===== src/adc_seq_consts.vh =====
// Constants for the ADC conversion-sequence controller: register map, fields, timing.
// Included by adc_sequence_control.v; definitions only.
`ifndef ADC_SEQ_CONSTS_VH
`define ADC_SEQ_CONSTS_VH

`define OFF_CTL2       8'h00
`define OFF_CTL3       8'h04
`define OFF_CTL4       8'h08
`define OFF_CTL5       8'h0c
`define OFF_STATUS     8'h10
`define OFF_IRQMASK    8'h14
`define OFF_TEST       8'h18
`define OFF_RESULT0    8'h20
`define RESULT_SHIFT   2
// adc_control_2
`define C2_JUSTIFY     0
`define C2_SIGNED      1
`define C2_HALTWAIT    2
`define C2_RESET       8'h00
// adc_control_3
`define C3_SINGLE      0
`define C3_FIFO        1
`define C3_RESET       8'h00
// adc_control_4: sample time in clocks minus one
`define C4_RESET       8'h0b
// adc_control_5
`define C5_CH_LO       0
`define C5_REF         3
`define C5_SEQLEN      4
`define C5_MULT        5
`define C5_SCAN        6
`define C5_RESET       8'h00
// Status / mask bits
`define ST_SCF         0
`define ST_ABORT       1
`define ST_W           2
// Test register
`define TEST_RST       8
// Sequence lengths
`define LEN_ONE        4'd1
`define LEN_FOUR       4'd4
`define LEN_EIGHT      4'd8
`define NUM_CH         8
`define SAR_W          10
// Bit count loaded into the 4-bit APPROX_REGISTER step counter
`define SAR_W_CNT      4'd10
`define DATA_W         32
`endif


===== src/adc_sequence_control.v =====
// Conversion-sequence controller for an eight-channel multiplexed APPROX_REGISTER converter,
// with an AXI4-Lite slave for its control, status, test and result registers.
// Assumes analog comparator is outside: cmpHigh is its decision for the trial in sarTrial.
// Behaviour
// [RULE1] Eight analog inputs are multiplexed into one successive-approximation engine.
// [RULE2] In a multi-channel sequence the three channel-select bits pick the first channel and channels step up.
// [RULE3] With the reference-select bit set internal references are converted instead of external inputs.
// [RULE4] Writing control register four aborts a running sequence and starts a new one at once.
// [RULE5] Writing control registers two or three leaves a running sequence untouched. Here a control register three write changes its length and result placement.
// [RULE6] Writing control register five aborts, clears status flags and starts a new sequence.
// [RULE7] In scan mode the sequence-complete flag is set at the end of every sequence.
// [RULE8] Reading the test register returns the live approximation register.
// [RULE9] Writing the test register reset bit resets the converter logic.
// [RULE10] Signed result, justification, single-conversion and FIFO result placement are offered.
// [RULE11] The justify bit lives in control register two and resets to the legacy format.
// [RULE12] FIFO and single-conversion bits live in control register three and reset to legacy behaviour.
// [RULE13] The sequence-length bit works as before and single-conversion overrides it.
// [RULE14] Software must not rely on control writes aborting, and must handle stray completions.
// [RULE15] Software should neither read nor write the test register in normal use.
// [RULE16] In scan mode the sequence restarts after each completion until software replaces it.
//
// The register addresses and the AXI4-Lite interface to the registers were left to the implementer.
`timescale 1ns/1ps
`include "adc_seq_consts.vh"

module adc_sequence_control (
  input  wire        ref_clk,     // System clock, 20 MHz
  input  wire        rst,         // Synchronous reset, active high
  input  wire [7:0]  s_axi_awaddr,  // Write address
  input  wire        s_axi_awvalid, // Write address valid
  output wire        s_axi_awready, // Write address ready
  input  wire [31:0] s_axi_wdata,   // Write data
  input  wire [3:0]  s_axi_wstrb,   // Write byte strobes
  input  wire        s_axi_wvalid,  // Write data valid
  output wire        s_axi_wready,  // Write data ready
  output reg  [1:0]  s_axi_bresp,   // Write response
  output reg         s_axi_bvalid,  // Write response valid
  input  wire        s_axi_bready,  // Write response ready
  input  wire [7:0]  s_axi_araddr,  // Read address
  input  wire        s_axi_arvalid, // Read address valid
  output wire        s_axi_arready, // Read address ready
  output reg  [31:0] s_axi_rdata,   // Read data
  output reg  [1:0]  s_axi_rresp,   // Read response
  output reg         s_axi_rvalid,  // Read data valid
  input  wire        s_axi_rready,  // Read data ready
  output reg  [2:0]  muxSel,      // Analog input select
  output reg         refSel,      // Converting internal reference
  output reg         sampling,    // Sample phase of a conversion
  output reg  [9:0]  sarTrial,    // Trial word to the DAC
  input  wire        cmpHigh,     // Comparator: input above trial
  output wire        irq          // Level interrupt
);
  localparam ST_IDLE = 3'b001;
  localparam ST_SAMP = 3'b010;
  localparam ST_CONV = 3'b100;

  reg  [7:0]  ctl2, ctl3, ctl4, ctl5;
  reg  [2:0]  status, irqMask;
  reg  [2:0]  state;
  reg  [7:0]  tick;
  reg  [3:0]  bitIdx;
  reg  [9:0]  approxRegister;
  reg  [3:0]  convCount;
  reg  [2:0]  fifoPtr;
  reg  [9:0]  results [0:`NUM_CH-1];
  reg  [7:0]  awAddr;
  reg  [31:0] wData;
  reg  [3:0]  wStrb;
  reg         awHeld, wHeld;
  reg  [2:0]  firstCh;

  wire wrFire = awHeld && wHeld && !s_axi_bvalid;
  wire wrCtl2 = wrFire && awAddr == `OFF_CTL2 && wStrb[0];
  wire wrCtl3 = wrFire && awAddr == `OFF_CTL3 && wStrb[0];
  wire wrCtl4 = wrFire && awAddr == `OFF_CTL4 && wStrb[0];
  wire wrCtl5 = wrFire && awAddr == `OFF_CTL5 && wStrb[0];
  wire wrStat = wrFire && awAddr == `OFF_STATUS && wStrb[0];
  wire wrMask = wrFire && awAddr == `OFF_IRQMASK && wStrb[0];
  wire wrTest = wrFire && awAddr == `OFF_TEST && wStrb[1];
  wire testRst = wrTest && wData[`TEST_RST];  // RULE9
  wire restart = wrCtl4 || wrCtl5;             // RULE4
  wire multiCh = ctl5[`C5_MULT];
  wire scanOn  = ctl5[`C5_SCAN];

  // Single-conversion overrides the legacy length bit
  wire [3:0] seqLen = ctl3[`C3_SINGLE] ? `LEN_ONE :
                      (ctl5[`C5_SEQLEN] ? `LEN_EIGHT : `LEN_FOUR);  // RULE13

  wire seqDone = state == ST_CONV && bitIdx == 4'd0 && tick == 8'h00 && convCount == seqLen - 4'd1;
  wire convDone = state == ST_CONV && bitIdx == 4'd0 && tick == 8'h00;

  assign s_axi_awready = !awHeld;
  assign s_axi_wready  = !wHeld;
  assign s_axi_arready = !s_axi_rvalid;
  assign irq = |(status & irqMask);

  // Write channel: address and data taken in either order
  always @(posedge ref_clk) begin
    if (rst) begin
      awHeld <= 1'b0;
      wHeld <= 1'b0;
      awAddr <= 8'h00;
      wData <= 32'h0000_0000;
      wStrb <= 4'h0;
      s_axi_bvalid <= 1'b0;
      s_axi_bresp <= 2'b00;
    end else begin
      if (s_axi_awvalid && !awHeld) begin
        awHeld <= 1'b1;
        awAddr <= s_axi_awaddr;
      end
      if (s_axi_wvalid && !wHeld) begin
        wHeld <= 1'b1;
        wData <= s_axi_wdata;
        wStrb <= s_axi_wstrb;
      end
      if (wrFire) begin
        awHeld <= 1'b0;
        wHeld <= 1'b0;
        s_axi_bvalid <= 1'b1;
        s_axi_bresp <= (awAddr <= `OFF_TEST && awAddr[1:0] == 2'b00) ? 2'b00 : 2'b10;
      end else if (s_axi_bvalid && s_axi_bready) begin
        s_axi_bvalid <= 1'b0;
      end
    end
  end

  // Control registers; writes to two and three never restart the sequencer
  always @(posedge ref_clk) begin
    if (rst) begin
      ctl2 <= `C2_RESET;  // RULE11
      ctl3 <= `C3_RESET;  // RULE12
      ctl4 <= `C4_RESET;
      ctl5 <= `C5_RESET;
      irqMask <= 3'b000;
    end else begin
      if (wrCtl2) ctl2 <= wData[7:0];  // RULE5
      if (wrCtl3) ctl3 <= wData[7:0];  // RULE5
      if (wrCtl4) ctl4 <= wData[7:0];
      if (wrCtl5) ctl5 <= wData[7:0];
      if (wrMask) irqMask <= wData[2:0];
    end
  end

  // Status: hardware set beats software clear
  always @(posedge ref_clk) begin
    if (rst || testRst) begin
      status <= 3'b000;
    end else begin
      if (wrCtl5) status <= 3'b000;  // RULE6
      else if (wrStat) status <= status & ~wData[2:0];
      if (seqDone && !restart) status[`ST_SCF] <= 1'b1;  // RULE7
      if (restart && state != ST_IDLE) status[`ST_ABORT] <= 1'b1;
    end
  end

  // Sequencer: one APPROX_REGISTER engine shared by all channels
  always @(posedge ref_clk) begin
    if (rst || testRst) begin  // RULE9
      state <= ST_IDLE;
      tick <= 8'h00;
      bitIdx <= 4'd0;
      approxRegister <= 10'h000;
      convCount <= 4'd0;
      fifoPtr <= 3'd0;
      firstCh <= 3'd0;
      muxSel <= 3'd0;
      refSel <= 1'b0;
      sampling <= 1'b0;
      sarTrial <= 10'h000;
    end else if (restart) begin  // RULE4
      state <= ST_SAMP;
      tick <= ctl4;
      convCount <= 4'd0;
      if (wrCtl5) begin
        firstCh <= wData[`C5_CH_LO+2:`C5_CH_LO];  // RULE2
        muxSel <= wData[`C5_CH_LO+2:`C5_CH_LO];
        refSel <= wData[`C5_REF];  // RULE3
        fifoPtr <= 3'd0;
      end else begin
        muxSel <= firstCh;
      end
      if (wrCtl4) tick <= wData[7:0];
      sampling <= 1'b1;
    end else begin
      case (state)
        ST_IDLE: begin
          sampling <= 1'b0;
        end
        ST_SAMP: begin
          if (tick == 8'h00) begin
            state <= ST_CONV;
            sampling <= 1'b0;
            bitIdx <= `SAR_W_CNT;
            approxRegister <= 10'h000;
            sarTrial <= 10'h200;
            tick <= 8'h00;
          end else begin
            tick <= tick - 8'h01;
          end
        end
        ST_CONV: begin  // RULE1
          if (bitIdx != 4'd0) begin
            approxRegister[bitIdx-4'd1] <= cmpHigh;
            bitIdx <= bitIdx - 4'd1;
            if (bitIdx > 4'd1)
              sarTrial <= (approxRegister | ({9'h000, cmpHigh} << (bitIdx - 4'd1))) |
                          (10'h001 << (bitIdx - 4'd2));
          end else begin
            results[ctl3[`C3_FIFO] ? fifoPtr : (multiCh ? convCount[2:0] : 3'd0)] <= approxRegister;  // RULE10
            fifoPtr <= fifoPtr + 3'd1;
            if (convDone && convCount != seqLen - 4'd1) begin
              convCount <= convCount + 4'd1;
              if (multiCh) muxSel <= muxSel + 3'd1;  // RULE2
              state <= ST_SAMP;
              tick <= ctl4;
              sampling <= 1'b1;
            end else if (scanOn) begin  // RULE16
              convCount <= 4'd0;
              muxSel <= firstCh;
              state <= ST_SAMP;
              tick <= ctl4;
              sampling <= 1'b1;
            end else begin
              state <= ST_IDLE;
            end
          end
        end
        default: state <= ST_IDLE;
      endcase
    end
  end

  // Result formatting: justification and signed option
  function [31:0] fmtResult;
    input [9:0] raw;
    input       justify;
    input       signedOut;
    reg   [9:0] v;
    begin
      v = signedOut ? {~raw[9], raw[8:0]} : raw;
      if (justify)
        fmtResult = {22'h000000, v};  // RULE10
      else
        fmtResult = {16'h0000, v, 6'h00};
    end
  endfunction

  wire [7:0] rdAddr = s_axi_araddr;
  wire [2:0] rdIdx  = rdAddr[`RESULT_SHIFT+2:`RESULT_SHIFT];

  always @(posedge ref_clk) begin
    if (rst) begin
      s_axi_rvalid <= 1'b0;
      s_axi_rdata <= 32'h0000_0000;
      s_axi_rresp <= 2'b00;
    end else if (s_axi_arvalid && !s_axi_rvalid) begin
      s_axi_rvalid <= 1'b1;
      s_axi_rresp <= 2'b00;
      if (rdAddr >= `OFF_RESULT0 && rdAddr < `OFF_RESULT0 + 8'h20 && rdAddr[1:0] == 2'b00) begin
        s_axi_rdata <= fmtResult(results[rdIdx], ctl2[`C2_JUSTIFY], ctl2[`C2_SIGNED]);
      end else begin
        case (rdAddr)
          `OFF_CTL2:    s_axi_rdata <= {24'h000000, ctl2};
          `OFF_CTL3:    s_axi_rdata <= {24'h000000, ctl3};
          `OFF_CTL4:    s_axi_rdata <= {24'h000000, ctl4};
          `OFF_CTL5:    s_axi_rdata <= {24'h000000, ctl5};
          `OFF_STATUS:  s_axi_rdata <= {28'h0000000, state != ST_IDLE, status};
          `OFF_IRQMASK: s_axi_rdata <= {29'h00000000, irqMask};
          `OFF_TEST:    s_axi_rdata <= {22'h000000, approxRegister};  // RULE8
          default: begin
            s_axi_rdata <= 32'h0000_0000;
            s_axi_rresp <= 2'b10;
          end
        endcase
      end
    end else if (s_axi_rvalid && s_axi_rready) begin
      s_axi_rvalid <= 1'b0;
    end
  end
endmodule


===== config.mk =====
export PLATFORM = sky130hd
export DESIGN_NAME = adc_sequence_control
export DESIGN_NICKNAME = d
export VERILOG_FILES = /design/src/adc_sequence_control.v
export VERILOG_INCLUDE_DIRS = /design/src
export SDC_FILE = /design/constraint.sdc
export NUM_CORES = 1
export LEC_CHECK = 0
export ABC_AREA = 1
export BUFFER_PORTS_ARGS = -buffer_cell sky130_fd_sc_hd__buf_2
export CAP_MARGIN = 25
export CORE_UTILIZATION = 25
export CTS_BUF_LIST = sky130_fd_sc_hd__clkbuf_8
export DETAILED_ROUTE_END_ITERATION = 7
export PLACE_DENSITY = 0.45
export SYNTH_ARGS = -nofsm -noshare
export SYNTH_HDL_FRONTEND = slang
export SYNTH_SLANG_ARGS = --single-unit

===== constraint.sdc =====
create_clock -name ref_clk -period 2.35 [get_ports ref_clk]
set_input_delay 0.1175 -clock ref_clk [delete_from_list [all_inputs] [get_ports ref_clk]]
set_output_delay 0.1175 -clock ref_clk [all_outputs]
set_load 0.05 [all_outputs]

# Yosys cells after proc, flatten, opt, wreduce, memory -nomap -nowiden
# Memories as Yosys holds them, arrays and structs flattened.
# Cells that the tools add are included.
dict set report classes {
  muxes 69
  n_eq_ne 29
  n_reduce_logical 71
  n_bitwise 9
  n_addsub 7
  n_lt_le_gt_ge 6
  n_shift 2
}
# operator count
set op_table {}
lappend op_table {{case mux 10 bit (7 select lines)} 1}
lappend op_table {{2-to-1 mux 10 bit} 6}
lappend op_table {{== test 8 x 5 -> 1 bit (second input constant)} 6}
lappend op_table {{2-to-1 mux 8 bit} 6}
lappend op_table {{2-to-1 mux 3 bit} 15}
lappend op_table {{case mux 10 bit (2 select lines)} 2}
lappend op_table {{== test 8 x 4 -> 1 bit (second input constant)} 4}
lappend op_table {{logical AND 1 bit} 32}
lappend op_table {{2-to-1 mux 32 bit} 1}
lappend op_table {{zero test 8 bit} 3}
lappend op_table {{2-to-1 mux 4 bit} 6}
lappend op_table {{OR 10 bit} 2}
lappend op_table {{2-to-1 mux 1 bit} 17}
lappend op_table {{== test 8 x 3 -> 1 bit (second input constant)} 2}
lappend op_table {{2-to-1 mux 16 bit} 1}
lappend op_table {{2-to-1 mux 2 bit} 8}
lappend op_table {{case mux 8 bit (2 select lines)} 1}
lappend op_table {{AND reduction 3 bit} 5}
lappend op_table {{AND reduction 4 bit} 3}
lappend op_table {{nonzero test 3 bit} 4}
lappend op_table {{bitwise mux 10 bit} 1}
lappend op_table {{inequality test 2 bit (second input constant)} 5}
lappend op_table {{nonzero test 2 bit} 5}
lappend op_table {{left shift 1 x 4 -> 10 bit} 1}
lappend op_table {{38 further kinds} 56}
dict set report word_totals {
  regBits 147
  mem_bits_rw 80
  n_memories 1
  input_bits 60
  output_inout_bits 57
}
# name words width rd rd_ports_with_merged_regs write_ports line_no
set mem_list {}
lappend mem_list {results 8 10 1 0 1 adc_sequence_control.v:65} ;# reg [9:0] results [0:`NUM_CH-1];

# Longest topological paths before layout
dict set report logic_depth {
  depth_word 9
  depth_mapped 15
  ltp_nobuf 14
}

# Worst setup path before layout
# OpenSTA, ideal clock, no wires.
dict set report synth_path {
  kind {flip-flop to flip-flop}
  from {reg bitIdx[0]}
  to {mem results[1][0], enable pin}
  arrival_time_ns 2.019
  stages_incl_launch_ff 12
  required_time_ns 1.974
  path_slack_ns -0.045
  period_less_slack_ns 2.395
  setup_time_ns 0.376
  path_buffers 1
  cell_sequence {dfxtp_1 > inv_1 > ha_1 > buf_4 > inv_1 > nor2_1 > nand2_2 > nor2_1 > inv_1 > nor2_1 > nand2_1 > nor2_1}
}
dict set report synth_between {
  elab_chain_cells 6
}
# element line_no
set synth_rtl {}
lappend synth_rtl {{from (decl)} adc_sequence_control.v:61} ;# reg [3:0] bitIdx;
lappend synth_rtl {{from (signal assigned)} adc_sequence_control.v:194} ;# bitIdx <= `SAR_W_CNT;
lappend synth_rtl {{from (signal assigned)} adc_sequence_control.v:205} ;# bitIdx <= bitIdx - 4'd1;
lappend synth_rtl {{nonzero test 4 bit} adc_sequence_control.v:203} ;# if (bitIdx != 4'd0) begin
lappend synth_rtl {{2-to-1 mux 1 bit} adc_sequence_control.v:203}
lappend synth_rtl {{2-to-1 mux 1 bit} adc_sequence_control.v:186} ;# case (state)
lappend synth_rtl {{2-to-1 mux 1 bit} adc_sequence_control.v:171} ;# end else if (restart) begin
lappend synth_rtl {{2-to-1 mux 1 bit} adc_sequence_control.v:159} ;# if (rst || testRst) begin
lappend synth_rtl {{2-to-1 mux 1 bit} adc_sequence_control.v:210} ;# results[ctl3[`C3_FIFO] ? fifoPtr : (multiCh ? convCount[2:0] : 3'd0)] <= approxRegister;
lappend synth_rtl {{to (decl)} adc_sequence_control.v:65}
# Every way passes these cells.

# Worst setup path in the final report
dict set report layout_path {
  from {reg bitIdx[1]}
  to {mem results[1][8], enable pin}
}
# Same word-level chain as after synthesis.

==> flow_metrics.tcl <==
set metrics [dict create \
    status "finished, final reports clean" \
    ys_ff_latch 209 \
    dr.pass1.iters 6 \
    yosys-top-cells-area "dfxtp_1 (26%), edfxtp_1 (24%), nand2_1 (12%)" \
    cp.arrival_ps 2300 \
    numPortBuffers 73 \
    core_um2 39000 \
    slew_headroom 0.552 \
    worstSetupPathType "flip-flop to flip-flop" \
    grt_pass1_wl_mm 47.8 \
    crit_fanout 10 \
    fp.dieH_um 202 \
    drt-vias-per-instance 4.45 \
    antenna_found_initial 0 \
    max_cap_viol_count 0 \
    ir_drop_mv 0.245 \
    synth.distinct_cells 41 \
    rsz0062_at_grt "no" \
    drc 0 \
    drt-initial-drc-count 576 \
    clock_skew_ps 13.8 \
    io_pins 117 \
    max_freq_mhz 485 \
    gp_congestion 0.826 \
    hold_viol 0 \
    die_w_um 202 \
    worst_pin_slew_ps 671 \
    dp_slack_ps 218 \
    use_met3 0.0232 \
    rr_worst_depth 11 \
    synthCells 1272 \
    clock_latency_ps 550 \
    initial_core_util 0.256 \
    p_leak_nw 5.16 \
    worstSetupStartpointType "flip-flop" \
    grt_overflow 0 \
    root_buffer "clkbuf_8" \
    num_vias 8730 \
    clkSinkCount 209 \
    synth_ff_type "dfxtp_1" \
    synth_warnings 0 \
    synth_top_area_frac 0.258 \
    synth_area_leader_cell "dfxtp_1" \
    period_needed_ps 2060 \
    hold_ws_ps 66.3 \
    setup_slack_ps 289 \
    min_path_type "input port to flip-flop" \
    numCtsBuffers 38 \
    syn_avg_cell_area_um2 7.86 \
    fin_nets 1492 \
    die-area_um2 40800 \
    drive_gt1_frac 0.154 \
    p_per_area_nw_per_um2 647 \
    busiest_layer "met2" \
    htreeDepth 2 \
    clockBufferDepth 3 \
    grt_max_degree 59 \
    dpl.hpwl_mm 22.2 \
    area_growth_pct 21.1 \
    grt_pass1_vias 8536 \
    grt_use_met2 0.248 \
    wl_per_cell_um 15.6 \
    tritoncts "yes" \
    grt_util_all_layers 0.150 \
    syn_area_um2 9990 \
    rows 72 \
    report.final.slew_viol_count 0 \
    hold_depth 5 \
    async_flop_share 0 \
    end_kind "flip-flop" \
    seq_area_frac_synth 0.499 \
    synth_edf_count 80 \
    met1_usage 0.201 \
    wirelength_mm 30.5 \
    antenna_left 0 \
    n_antenna_cell 0 \
    postCtsSetupBuffers 0 \
    clk_transition_reported_paths_ps 60 \
    post-route-period-util 0.877 \
    setup_viol 0 \
    crit_required_ps 2590 \
]
-- worst max-delay path, stage by stage (launching register included) --
cell	delay, ps
dfxtp_1	340
inv_1	80
ha_1	160
inv_1	40
nor2_1	180
nand2_2	90
nor2_2	150
inv_1	80
nor2_1	160
nand2_1	130
nor2_1	120
buf_4	220
-- area by class of cell --
cell class                 count  area [um^2]
inverter                     122          458
fill                        4202        26900
timing repair buffer         146          973
clock inverter                22          154
multi-input combinational    902         4300
tap                          518          648
clock buffer                  42          578
sequential                   209         4980
-- Yosys cell counts (2+ instances only) --
cell type	n
xnor2_1	3
o21ai_0	93
a31oi_1	11
nand2_2	11
inv_1	110
dfxtp_1	129
xor2_1	5
edfxtp_1	80
nand3_2	6
clkinv_1	4
clkbuf_1	17
nor3_1	14
nor2_1	155
o31ai_1	3
nand3b_1	15
o211ai_1	4
a21oi_1	81
nor2_2	7
nand3_1	96
nand2_1	322
buf_1	2
inv_2	8
buf_4	21
nor2_4	11
ha_1	13
buf_2	15
a22oi_1	6
nand4_1	13
o22ai_1	5
-- per-stage QoR --
stage / util / cell area, um^2 / total power [mW] / std cells / TNS, ps
3_5_place_dp: 0.285 / 11100 / 4.43 / 1873 / 0
3_3_place_gp: 0.285 / 11100 / 4.43 / 1873 / 0
6_report: 0.310 / 12100 / 7.83 / 1961 / 0
2_1_floorplan: - / 10100 / 4.27 / 1289 / -3340
5_1_grt: 0.310 / 12100 / 8.15 / 1961 / 0
4_1_cts: 0.310 / 12100 / 7.94 / 1961 / 0
-- cell usage in the layout (no fill, tap or decap), types with 42 or more instances in the layout --
cell type	instances
inv_1	119
nand3_1	96
o21ai_0	93
dfxtp_1	129
nand2_1	322
clkbuf_8	42
buf_4	49
buf_2	73
a21oi_1	81
edfxtp_1	80
nor2_1	154
-- repair_timing --
item                       4_1_cts  5_1_grt
gates resized for setup          0        1
hold buffers                    24        0
setup endpoints to repair        0       58
hold endpoints to repair        32        0
-- cell families after synthesis --
kind of cell,count (synthesis),share of synthesized area
flops,209,0.499
other cells,1,0.000375
fa+ha+maj,13,0.0163
xor+xnor,9,0.00864
buf+inv,178,0.0774
compound gates,208,0.111
simple gates,654,0.288
-- state kept, by name (all words and copies together) (netlist names), 2 cells and up --
signal / count
approxRegister: 10
awAddr: 8
bitIdx: 4
convCount: 4
ctl2: 8
ctl3: 8
ctl4: 8
ctl5: 8
fifoPtr: 3
firstCh: 3
irqMask: 3
muxSel: 3
results: 80
s_axi_rdata: 16
sarTrial: 10
state: 3
status: 3
tick: 8
wData: 9
wStrb: 2
-- path summary, 6_finish.rpt --
path,from,endpoint,slack [ps]
setup reg to reg,bitIdx[1],results[1][8],290
setup / recovery,bitIdx[1],results[1][8],290
hold / removal,cmpHigh,approxRegister[9],70
hold reg to reg,sarTrial[6],sarTrial[6],460
-- power breakdown --
part | internal [mW] | total [mW] | switching (mW)
registers | 3.78 | 3.82 | 0.0418
clock network | 1.86 | 3.45 | 1.59
logic | 0.153 | 0.553 | 0.400
-- routing by layer --
layer  share of wire  up-vias  wire length (um)
li1                -     4457                 -
met1            0.47     4042             14400
met2            0.47      190             14300
met3           0.042       41              1270
met4           0.020        0               599
met5               0        -                 0
No activity file was read; power rests on OpenSTA's default activity.
